`src/fps_pkg.sv`:
```
package fps_pkg;
    // Oscillator rates
    localparam int unsigned OSC_HIGH_HZ = 8_000_000;
    localparam int unsigned OSC_LOW_DIV = 128;
    // Reference clock
    localparam int unsigned REF_CLK_HZ = 20_000_000;
    // Default frame interval in reference cycles (1/frame_rate)
    localparam int unsigned FRAME_CYCLES_DEF = 20_000;
    // Over-sample ratio limits
    localparam int unsigned OSR_MIN = 1;
    localparam int unsigned OSR_MAX = 4;
    // Oscillator modes
    typedef enum logic [1:0] {
        FPS_OSC_OFF = 2'h0,
        FPS_OSC_LOW = 2'h1,
        FPS_OSC_HIGH = 2'h2
    } fps_osc_t;
    // Frame phases, one-hot
    typedef enum logic [3:0] {
        FPS_PH_IDLE = 4'h1,
        FPS_PH_WAIT = 4'h2,
        FPS_PH_ANALOG = 4'h4,
        FPS_PH_DIGITAL = 4'h8
    } fps_phase_t;
    // Auxiliary channel selections
    localparam logic [1:0] AUX_TEMP = 2'h0;
    localparam logic [1:0] AUX_EXT0 = 2'h1;
    localparam logic [1:0] AUX_EXT1 = 2'h2;
endpackage : fps_pkg

```
`src/fps_frame_counter.sv`:
```
`timescale 1ns/1ps
`default_nettype none
// Frame interval counter: one-cycle start-of-frame pulse every frame
module fps_frame_counter
    import fps_pkg::*;
#(
    parameter int unsigned FRAME_CYCLES = FRAME_CYCLES_DEF
) (
    input wire logic i_clk,
    input wire logic i_arst_n,
    input wire logic i_enable,
    output logic o_sof
);
    localparam int W = $clog2(FRAME_CYCLES);
    logic [W-1:0] cnt_reg;

    initial begin
        if (FRAME_CYCLES < 4) $error("FRAME_CYCLES too small");
    end

    // Free-running interval count, fixed length for all frames
    always_ff @(posedge i_clk or negedge i_arst_n) begin
        if (!i_arst_n) begin
            cnt_reg <= '0;
        end else if (!i_enable) begin
            cnt_reg <= '0;
        end else if (cnt_reg == W'(FRAME_CYCLES - 1)) begin
            cnt_reg <= '0;
        end else begin
            cnt_reg <= cnt_reg + 1'b1;
        end
    end

    assign o_sof = i_enable && (cnt_reg == W'(FRAME_CYCLES - 1));

    property p_sof_spacing;
        @(posedge i_clk) disable iff (!i_arst_n)
        o_sof |=> !o_sof;
    endproperty
    a_sof_spacing: assert property (p_sof_spacing) else $error("sof back to back");
endmodule : fps_frame_counter
`default_nettype wire

```
`src/fps_frame_phase_sequencer.sv`:
```
// Notes on behaviour
// RULE1 - Frame counter pulse times every phase event
// RULE2 - Sample frame: frame start raises analog trigger
// RULE3 - Non-sample frame: frame start raises digital trigger
// RULE4 - Digital trigger only from frame start or analog end
// RULE5 - Analog front end signals analog end
// RULE6 - Started indications wait for high-speed oscillator
// RULE7 - CPU stops with slow stop bit for idle
// RULE8 - High-speed oscillator nominally 8 MHz, active phases
// RULE9 - Low speed is high speed divided by 128
// RULE10 - Digital phase bounded by frame minus analog
// RULE11 - Idle powers down, fills rest of frame
// RULE12 - Analog samples three axes plus one auxiliary; the code always enables the three axes and disables the auxiliary when the auxiliary select is 3
// RULE13 - CPU quiet during analog phase
// RULE14 - Digital phase: CPU active, analog low power
// RULE15 - Frame interval fixed, reciprocal of frame rate
// RULE16 - Output rate is sample rate over ratio
// RULE17 - One sample frame per sample period
// RULE18 - Any interrupt returns stop to run
// RULE19 - Over-sample ratio between 1 and 4
// RULE20 - Frame start requests high-speed oscillator
`timescale 1ns/1ps
`default_nettype none
module fps_frame_phase_sequencer
    import fps_pkg::*;
#(
    parameter int unsigned FRAME_CYCLES = FRAME_CYCLES_DEF,
    parameter int unsigned SAMPLE_DIV_MAX = 16
) (
    input wire logic I_REF_CLK,
    input wire logic I_ARST_N,
    input wire logic i_enable,
    input wire logic [4:0] i_sample_div,
    input wire logic [2:0] i_oversample_ratio,
    input wire logic [1:0] i_aux_sel,
    input wire logic i_analog_end,
    input wire logic i_osc_is_high,
    input wire logic i_cpu_stop,
    input wire logic i_slow_clock_stop_sel,
    input wire logic i_fast_clock_stop_sel,
    input wire logic i_irq,
    output logic o_start_analog,
    output logic o_start_digital,
    output logic o_analog_started,
    output logic o_digital_started,
    output logic o_osc_high_req,
    output logic o_osc_low_req,
    output logic o_cpu_quiet,
    output logic o_analog_lowpower,
    output logic o_power_down,
    output logic [3:0] o_chan_en,
    output logic o_output_ready,
    output logic o_digital_overrun
);
    fps_phase_t phase_reg;
    logic sof;
    logic [4:0] samp_cnt_reg;
    logic [2:0] osr_cnt_reg;
    logic sample_frame;
    logic pend_a_reg;
    logic pend_d_reg;
    logic osc_high_req_reg;
    logic osc_low_req_reg;
    logic analog_started_reg;
    logic digital_started_reg;
    logic output_ready_reg;
    logic overrun_reg;
    logic [3:0] chan_en_reg;
    logic stopped_fast_reg;
    logic start_a;
    logic start_d;
    logic [2:0] osr_eff;

    initial begin
        if (SAMPLE_DIV_MAX < 1 || SAMPLE_DIV_MAX > 31) $error("SAMPLE_DIV_MAX out of range");
    end

    // RULE1 frame interval counter
    // RULE15 fixed frame length
    fps_frame_counter #(
        .FRAME_CYCLES(FRAME_CYCLES)
    ) u_frame_counter (
        .i_clk(I_REF_CLK),
        .i_arst_n(I_ARST_N),
        .i_enable(i_enable),
        .o_sof(sof)
    );

    // RULE17 one sample frame per sample period
    always_ff @(posedge I_REF_CLK or negedge I_ARST_N) begin
        if (!I_ARST_N) begin
            samp_cnt_reg <= 5'h00;
        end else if (sof) begin
            if (samp_cnt_reg == 5'h00) begin
                samp_cnt_reg <= (i_sample_div == 5'h00) ? 5'h00 : i_sample_div - 5'h01;
            end else begin
                samp_cnt_reg <= samp_cnt_reg - 5'h01;
            end
        end
    end
    assign sample_frame = (samp_cnt_reg == 5'h00);

    // RULE19 clamp ratio to 1..4
    always_comb begin
        if (i_oversample_ratio < 3'(OSR_MIN)) begin
            osr_eff = 3'(OSR_MIN);
        end else if (i_oversample_ratio > 3'(OSR_MAX)) begin
            osr_eff = 3'(OSR_MAX);
        end else begin
            osr_eff = i_oversample_ratio;
        end
    end

    // RULE2 sample frame starts analog
    assign start_a = sof && sample_frame;
    // RULE3 non-sample starts digital
    // RULE4 two digital sources only
    assign start_d = (sof && !sample_frame) || (phase_reg == FPS_PH_ANALOG && i_analog_end);
    assign o_start_analog = start_a;
    assign o_start_digital = start_d;

    // Phase sequencing
    // RULE5 analog end ends analog
    // RULE7 slow stop enters idle
    always_ff @(posedge I_REF_CLK or negedge I_ARST_N) begin
        if (!I_ARST_N) begin
            phase_reg <= FPS_PH_IDLE;
        end else if (sof) begin
            phase_reg <= FPS_PH_WAIT;
        end else begin
            unique case (phase_reg)
                // RULE18 interrupt wakes idle
                FPS_PH_IDLE: begin
                    if (i_irq) begin
                        phase_reg <= FPS_PH_DIGITAL;
                    end
                end
                FPS_PH_WAIT: begin
                    if (pend_a_reg && i_osc_is_high) begin
                        phase_reg <= FPS_PH_ANALOG;
                    end else if (pend_d_reg && i_osc_is_high) begin
                        phase_reg <= FPS_PH_DIGITAL;
                    end
                end
                FPS_PH_ANALOG: begin
                    if (i_analog_end) begin
                        phase_reg <= FPS_PH_WAIT;
                    end
                end
                FPS_PH_DIGITAL: begin
                    if (i_cpu_stop && i_slow_clock_stop_sel && !i_irq) begin
                        phase_reg <= FPS_PH_IDLE;
                    end
                end
                default: begin
                    phase_reg <= FPS_PH_IDLE;
                end
            endcase
        end
    end

    // RULE6 pending triggers held until oscillator high
    always_ff @(posedge I_REF_CLK or negedge I_ARST_N) begin
        if (!I_ARST_N) begin
            pend_a_reg <= 1'b0;
            pend_d_reg <= 1'b0;
        end else begin
            if (start_a) begin
                pend_a_reg <= 1'b1;
            end else if (phase_reg == FPS_PH_WAIT && i_osc_is_high) begin
                pend_a_reg <= 1'b0;
            end
            if (start_d) begin
                pend_d_reg <= 1'b1;
            end else if (phase_reg == FPS_PH_WAIT && i_osc_is_high && !pend_a_reg) begin
                pend_d_reg <= 1'b0;
            end
        end
    end

    // RULE6 started pulses once oscillator switched
    always_ff @(posedge I_REF_CLK or negedge I_ARST_N) begin
        if (!I_ARST_N) begin
            analog_started_reg <= 1'b0;
            digital_started_reg <= 1'b0;
        end else begin
            analog_started_reg <= !sof && phase_reg == FPS_PH_WAIT && pend_a_reg
                && i_osc_is_high;
            digital_started_reg <= !sof && phase_reg == FPS_PH_WAIT && !pend_a_reg
                && pend_d_reg && i_osc_is_high;
        end
    end
    assign o_analog_started = analog_started_reg;
    assign o_digital_started = digital_started_reg;

    // RULE20 request high speed at frame start
    // RULE8 high speed in active phases
    // RULE9 low speed selected for idle
    always_ff @(posedge I_REF_CLK or negedge I_ARST_N) begin
        if (!I_ARST_N) begin
            osc_high_req_reg <= 1'b1;
            osc_low_req_reg <= 1'b0;
        end else if (sof) begin
            osc_high_req_reg <= 1'b1;
            osc_low_req_reg <= 1'b0;
        end else if (phase_reg == FPS_PH_DIGITAL && i_cpu_stop && i_slow_clock_stop_sel
                && !i_irq) begin
            osc_high_req_reg <= 1'b0;
            osc_low_req_reg <= 1'b1;
        end else if (phase_reg == FPS_PH_IDLE && i_irq) begin
            osc_high_req_reg <= 1'b1;
            osc_low_req_reg <= 1'b0;
        end
    end
    assign o_osc_high_req = osc_high_req_reg;
    assign o_osc_low_req = osc_low_req_reg;

    // RULE18 fast stop left on any interrupt
    always_ff @(posedge I_REF_CLK or negedge I_ARST_N) begin
        if (!I_ARST_N) begin
            stopped_fast_reg <= 1'b0;
        end else if (i_irq) begin
            stopped_fast_reg <= 1'b0;
        end else if (i_cpu_stop && i_fast_clock_stop_sel) begin
            stopped_fast_reg <= 1'b1;
        end
    end

    // RULE13 CPU quiet in analog
    assign o_cpu_quiet = (phase_reg == FPS_PH_ANALOG) || stopped_fast_reg;
    // RULE14 analog low power in digital
    assign o_analog_lowpower = (phase_reg != FPS_PH_ANALOG);
    // RULE11 idle powers down
    assign o_power_down = (phase_reg == FPS_PH_IDLE);

    // RULE12 three axes plus chosen auxiliary
    always_ff @(posedge I_REF_CLK or negedge I_ARST_N) begin
        if (!I_ARST_N) begin
            chan_en_reg <= 4'h0;
        end else if (start_a) begin
            chan_en_reg <= {(i_aux_sel == AUX_TEMP || i_aux_sel == AUX_EXT0
                || i_aux_sel == AUX_EXT1), 3'h7};
        end else if (phase_reg != FPS_PH_ANALOG && phase_reg != FPS_PH_WAIT) begin
            chan_en_reg <= 4'h0;
        end
    end
    assign o_chan_en = chan_en_reg;

    // RULE16 output every ratio sample frames
    always_ff @(posedge I_REF_CLK or negedge I_ARST_N) begin
        if (!I_ARST_N) begin
            osr_cnt_reg <= 3'h0;
            output_ready_reg <= 1'b0;
        end else begin
            output_ready_reg <= 1'b0;
            if (phase_reg == FPS_PH_ANALOG && i_analog_end) begin
                if (osr_cnt_reg + 3'h1 >= osr_eff) begin
                    osr_cnt_reg <= 3'h0;
                    output_ready_reg <= 1'b1;
                end else begin
                    osr_cnt_reg <= osr_cnt_reg + 3'h1;
                end
            end
        end
    end
    assign o_output_ready = output_ready_reg;

    // RULE10 digital must finish before next frame
    always_ff @(posedge I_REF_CLK or negedge I_ARST_N) begin
        if (!I_ARST_N) begin
            overrun_reg <= 1'b0;
        end else if (sof) begin
            overrun_reg <= (phase_reg == FPS_PH_DIGITAL) || (phase_reg == FPS_PH_ANALOG);
        end
    end
    assign o_digital_overrun = overrun_reg;

    // Assertions
    property p_start_a;
        @(posedge I_REF_CLK) disable iff (!I_ARST_N)
        o_start_analog |-> sof && sample_frame;
    endproperty
    a_start_a: assert property (p_start_a) else $error("analog start without sample sof"); // RULE2

    property p_start_d_nonsample;
        @(posedge I_REF_CLK) disable iff (!I_ARST_N)
        (sof && !sample_frame) |-> o_start_digital;
    endproperty
    a_start_d_nonsample: assert property (p_start_d_nonsample) else $error("no digital start"); // RULE3

    property p_start_d_src;
        @(posedge I_REF_CLK) disable iff (!I_ARST_N)
        o_start_digital |-> sof || (phase_reg == FPS_PH_ANALOG && i_analog_end);
    endproperty
    a_start_d_src: assert property (p_start_d_src) else $error("bad digital source"); // RULE4

    property p_started_high;
        @(posedge I_REF_CLK) disable iff (!I_ARST_N)
        (o_analog_started || o_digital_started) |-> $past(i_osc_is_high);
    endproperty
    a_started_high: assert property (p_started_high) else $error("started while slow"); // RULE6

    property p_sof_high_req;
        @(posedge I_REF_CLK) disable iff (!I_ARST_N)
        sof |=> o_osc_high_req && !o_osc_low_req;
    endproperty
    a_sof_high_req: assert property (p_sof_high_req) else $error("no high request"); // RULE20

    property p_quiet;
        @(posedge I_REF_CLK) disable iff (!I_ARST_N)
        phase_reg == FPS_PH_ANALOG |-> o_cpu_quiet && !o_analog_lowpower;
    endproperty
    a_quiet: assert property (p_quiet) else $error("cpu not quiet"); // RULE13

    property p_idle;
        @(posedge I_REF_CLK) disable iff (!I_ARST_N)
        (phase_reg == FPS_PH_DIGITAL && i_cpu_stop && i_slow_clock_stop_sel && !i_irq && !sof)
            |=> o_power_down && o_osc_low_req;
    endproperty
    a_idle: assert property (p_idle) else $error("idle not entered"); // RULE7

    property p_irq_wake;
        @(posedge I_REF_CLK) disable iff (!I_ARST_N)
        i_irq |=> !stopped_fast_reg && !o_power_down;
    endproperty
    a_irq_wake: assert property (p_irq_wake) else $error("stop kept after irq"); // RULE18

    property p_osr;
        @(posedge I_REF_CLK) disable iff (!I_ARST_N)
        osr_eff >= 3'(OSR_MIN) && osr_eff <= 3'(OSR_MAX);
    endproperty
    a_osr: assert property (p_osr) else $error("ratio out of range"); // RULE19

    c_analog: cover property (@(posedge I_REF_CLK) disable iff (!I_ARST_N) o_analog_started);
    c_digital: cover property (@(posedge I_REF_CLK) disable iff (!I_ARST_N) o_digital_started);
    c_idle: cover property (@(posedge I_REF_CLK) disable iff (!I_ARST_N) o_power_down ##1 sof);
    c_out: cover property (@(posedge I_REF_CLK) disable iff (!I_ARST_N) o_output_ready);
endmodule : fps_frame_phase_sequencer
`default_nettype wire

```
`config.mk`:
```
export PLATFORM = sky130hd
export DESIGN_NAME = fps_frame_phase_sequencer
export DESIGN_NICKNAME = d
export VERILOG_FILES = /design/src/fps_pkg.sv /design/src/fps_frame_counter.sv /design/src/fps_frame_phase_sequencer.sv
export SDC_FILE = /design/constraint.sdc
export NUM_CORES = 1
export LEC_CHECK = 0
export BUFFER_PORTS_ARGS = -buffer_cell sky130_fd_sc_hd__buf_2
export CELL_PAD_IN_SITES_DETAIL_PLACEMENT = 0
export CELL_PAD_IN_SITES_GLOBAL_PLACEMENT = 2
export CORE_ASPECT_RATIO = 1.2
export CORE_MARGIN = 8
export CORE_UTILIZATION = 40
export CTS_BUF_LIST = sky130_fd_sc_hd__clkbuf_4
export CTS_CLUSTER_SIZE = 25
export DETAILED_ROUTE_END_ITERATION = 16
export PLACE_DENSITY_LB_ADDON = 0.2
export SLEW_MARGIN = 30
export SYNTH_ARGS = -nofsm -noshare
export SYNTH_HDL_FRONTEND = slang
export SYNTH_SLANG_ARGS = --single-unit
```
`constraint.sdc`:
```
create_clock -name I_REF_CLK -period 5.8 [get_ports I_REF_CLK]
set_clock_uncertainty 0.2 [all_clocks]
set_input_delay 1.16 -clock I_REF_CLK [delete_from_list [all_inputs] [get_ports I_REF_CLK]]
set_output_delay 1.16 -clock I_REF_CLK [all_outputs]
set_load 0.05 [all_outputs]
```
==> results by group <==
Status
  – Status: completed

Placed design
  – Placed Cells: 301
  – Post-DP Area: 2320 um2
  – Port buffer count: 33
  – Dpl hpwl: ~3.6 mm
  – Worst slack at placement: 1.75 ns
  – GPL Wtd Cong: 0.706

Synthesis
  – Mapped Nets: 242
  – Cells after Synth: between 200 and 250
  – Ys async rst share: 100%
  – Post-synth EDFFs: 0
  – Synth area leader: dfrtp_1
  – Top cell type's share of synthesized area: 42.1%
  – Cell Area, Synth: 2140 um2
  – Seq/Total Area, Yosys: between 40% and 50%
  – Yosys warns: 0
  – Ys flop type: dfrtp_1
  – Number of distinct library cells after synthesis: 50
  – Syn avg cell area: just under 10 um2
  – Synth Register Bits: 38
  – Top post-synthesis cells by area: dfrtp_1 42%, ha_1 4.7%, xor2_1 4.1%, nor2_1 3.7%, nor4b_4 3.3%

Worst setup path
  – Crit path launch type: input port
  – R2R cell count: 4
  – Worst Setup SP: i_enable
  – R2R Path End: samp_cnt_reg[0]$_DFFE_PN0P_
  – Critical Path AT: 2.67 ns
  – Capture point of the worst path: o_start_analog
  – Crit path capture type: output pin
  – FF-to-FF Start: u_frame_counter.cnt_reg[9]$_DFF_PN0_
  – Kind of critical path: input port to output pin
  – R2r setup slk: 3.35 ns
  – WP data required: between 4 and 5 ns
  – Largest fanout on the critical path: 13

Route
  – Routed Antenna Nets: 0
  – Routed wire length: 4.82 mm
  – DR pass1 iterations: 4
  – DR iter-0 viols: 71
  – Via count: 1,687
  – DR WL/cell: roughly 16 um
  – Avg Vias per Cell: ~5.5
  – # DRC: 0

Pwr
  – P_leak: 1.13 nW
  – Pwr/cell area: ~250 nW/um2
  – P_int: 397 uW
  – Clk pwr share: 23.0%
  – Switch share: 33.5%
  – Sw power: 200 uW
  – Power Total: around 600 uW
  – Combinational Power Share: about a quarter
  – Worst VDD drop: 127 uV
  – Seq pwr share: a little over half

Clock tree
  – CTS tree: yes
  – Clk buf depth: 2
  – Cts bufs inserted: 5
  – Post-CTS Setup Inserts: 0
  – Post-cts resize count: 0
  – Post-CTS Hold Fix Bufs: 0
  – CTS sink cnt: 38
  – Clock transition at the registers of the reported paths: about 0.1 ns
  – Worst skew pair latency: between 0.3 and 0.4 ns
  – CTS root buffer: clkbuf_4
  – H-tree depth: 2

Final layout
  – Post-route cell area: 2370 um2
  – Number of flip-flops in the largest register: 15
  – # nets final: about 270
  – P&R area growth vs syn: 11.1%
  – Ratio of cells with drive above 1 in the final layout: 21.1%
  – FILL cells: 542
  – Final Non-Filler Cells: a little over 300
  – N_diodes: 0

Timing
  – Fmax: 0.248 GHz
  – Unrepaired setup endpoints after global routing: no
  – Slew Limit Fails: 0
  – Final setup viols: 0
  – Worst slew pin tran: 0.767 ns
  – Normalized max-slew margin: 48.7%
  – Final worst-path cycle share: 69.5%
  – Min Clock Period, post-route: 4.03 ns
  – Post-route setup slack: 1.77 ns
  – Setup TNS: 0 ns
  – Final Hold Viols: 0

Floorplanning
  – Num ports: 34
  – Die X: 82.7 um
  – Site row count: 29
  – Full die area: 7950 um2
  – Core Area: approximately 5200 um2
  – Initial core utilization: 40.9%
  – Die Ht: 96.1 um

Hold path
  – Worst Hold Class: register to register
  – Hold Crit Start: u_frame_counter.cnt_reg[0]$_DFF_PN0_

GRT
  – Overflow after GRT: 0
  – Initial antenna violation count: 0
  – GRT Total Usage: 13.3%
  – First-pass GRT wire length: between 8 and 9 mm
  – Vias in the first global route: 1,726
  – Largest net degree at the start of global routing: 39

Job
  – Max-Cap Viols: 0
placed cells by master (no fill, tap or decap), types with 5 or more instances in the layout:
| cell | count |
|---|---|
| dfrtp_1 | 36 |
| buf_2 | 32 |
| nor2_1 | 21 |
| nand2_1 | 18 |
| xor2_1 | 10 |
| a21oi_1 | 10 |
| o21ai_0 | 9 |
| ha_1 | 8 |
| nand3_1 | 7 |
| inv_1 | 7 |
| clkbuf_4 | 7 |
| nand4_1 | 6 |
| and4_1 | 5 |
| xnor2_1 | 5 |
| a21o_1 | 5 |
critical path: stages:
cell     delay [ns]
buf_2          0.09
and3_1         0.17
nand4_1        0.54
nor2_2         0.39
buf_2          0.31
synth_stat cells, drive strengths merged, types with 6 or more instances:
cell type,n
dfrtp,36
nor2,22
nand2,18
o21ai,13
a21oi,10
xor2,10
buf,8
ha,8
nand3,8
inv,7
and4,6
nand4,6
nor4b,6
power by group through the flow:
stage          registers (mW)  logic [mW]  clock network, mW
2_1_floorplan           0.339      0.0864                  0
3_3_place_gp            0.320       0.149                  0
3_5_place_dp            0.321       0.147                  0
4_1_cts                 0.316       0.148              0.145
5_1_grt                 0.319       0.161              0.155
6_report                0.315       0.146              0.137
area by class of cell:
| type | count | area, um2 | area share (%) |
|---|---|---|---|
| clock buffers | 7 | 52.6 | 2.21 |
| repair buffers | 33 | 168 | 7.06 |
| flip-flops and latches | 38 | 953 | 40.1 |
| well taps | 62 | 77.6 | 3.27 |
| inverters | 7 | 26.3 | 1.11 |
| multi-input cells | 161 | 1100 | 46.2 |
worst min path at each step:
stage	endpoint	slack, ns	depth (start not counted)
global route	u_frame_counter.cnt_reg[0]$_DFF_PN0_	0.28	1
floorplan	u_frame_counter.cnt_reg[0]$_DFF_PN0_	0.23	1
finish	u_frame_counter.cnt_reg[0]$_DFF_PN0_	0.26	1
detailed placement	u_frame_counter.cnt_reg[0]$_DFF_PN0_	0.25	1
global placement	u_frame_counter.cnt_reg[0]$_DFF_PN0_	0.24	1
CTS	u_frame_counter.cnt_reg[0]$_DFF_PN0_	0.26	1
cells by family (layout without fill, tap and decap cells):
kind of cell | after synthesis | count (layout) | share of synthesized area (%)
simple gates | 97 | 97 | 28.3
flops | 38 | 38 | 44.6
fa+ha+maj | 8 | 8 | 4.68
buf+inv | 16 | 47 | 4.10
xor+xnor | 15 | 15 | 6.14
compound gates | 41 | 41 | 12.2
metrics by stage:
| stage | hold slack, ns | util, % |
|---|---|---|
| 6_report | 0.257 | 45.5 |
| 2_1_floorplan | 0.225 | - |
| 4_1_cts | 0.261 | 45.4 |
| 5_1_grt | 0.279 | 45.5 |
| 3_3_place_gp | 0.240 | 44.4 |
| 3_5_place_dp | 0.245 | 44.4 |
metal layers:
layer / vias to the layer above / GRT usage (%) / wire length (um)
met1: 816 / 15.3 / 2070
met2: 32 / 23.4 / 2470
met5: - / 0 / 0
li1: 832 / - / -
met4: 0 / 5.19 / 66
met3: 7 / 2.62 / 224
(Power assumes the default switching activity.)
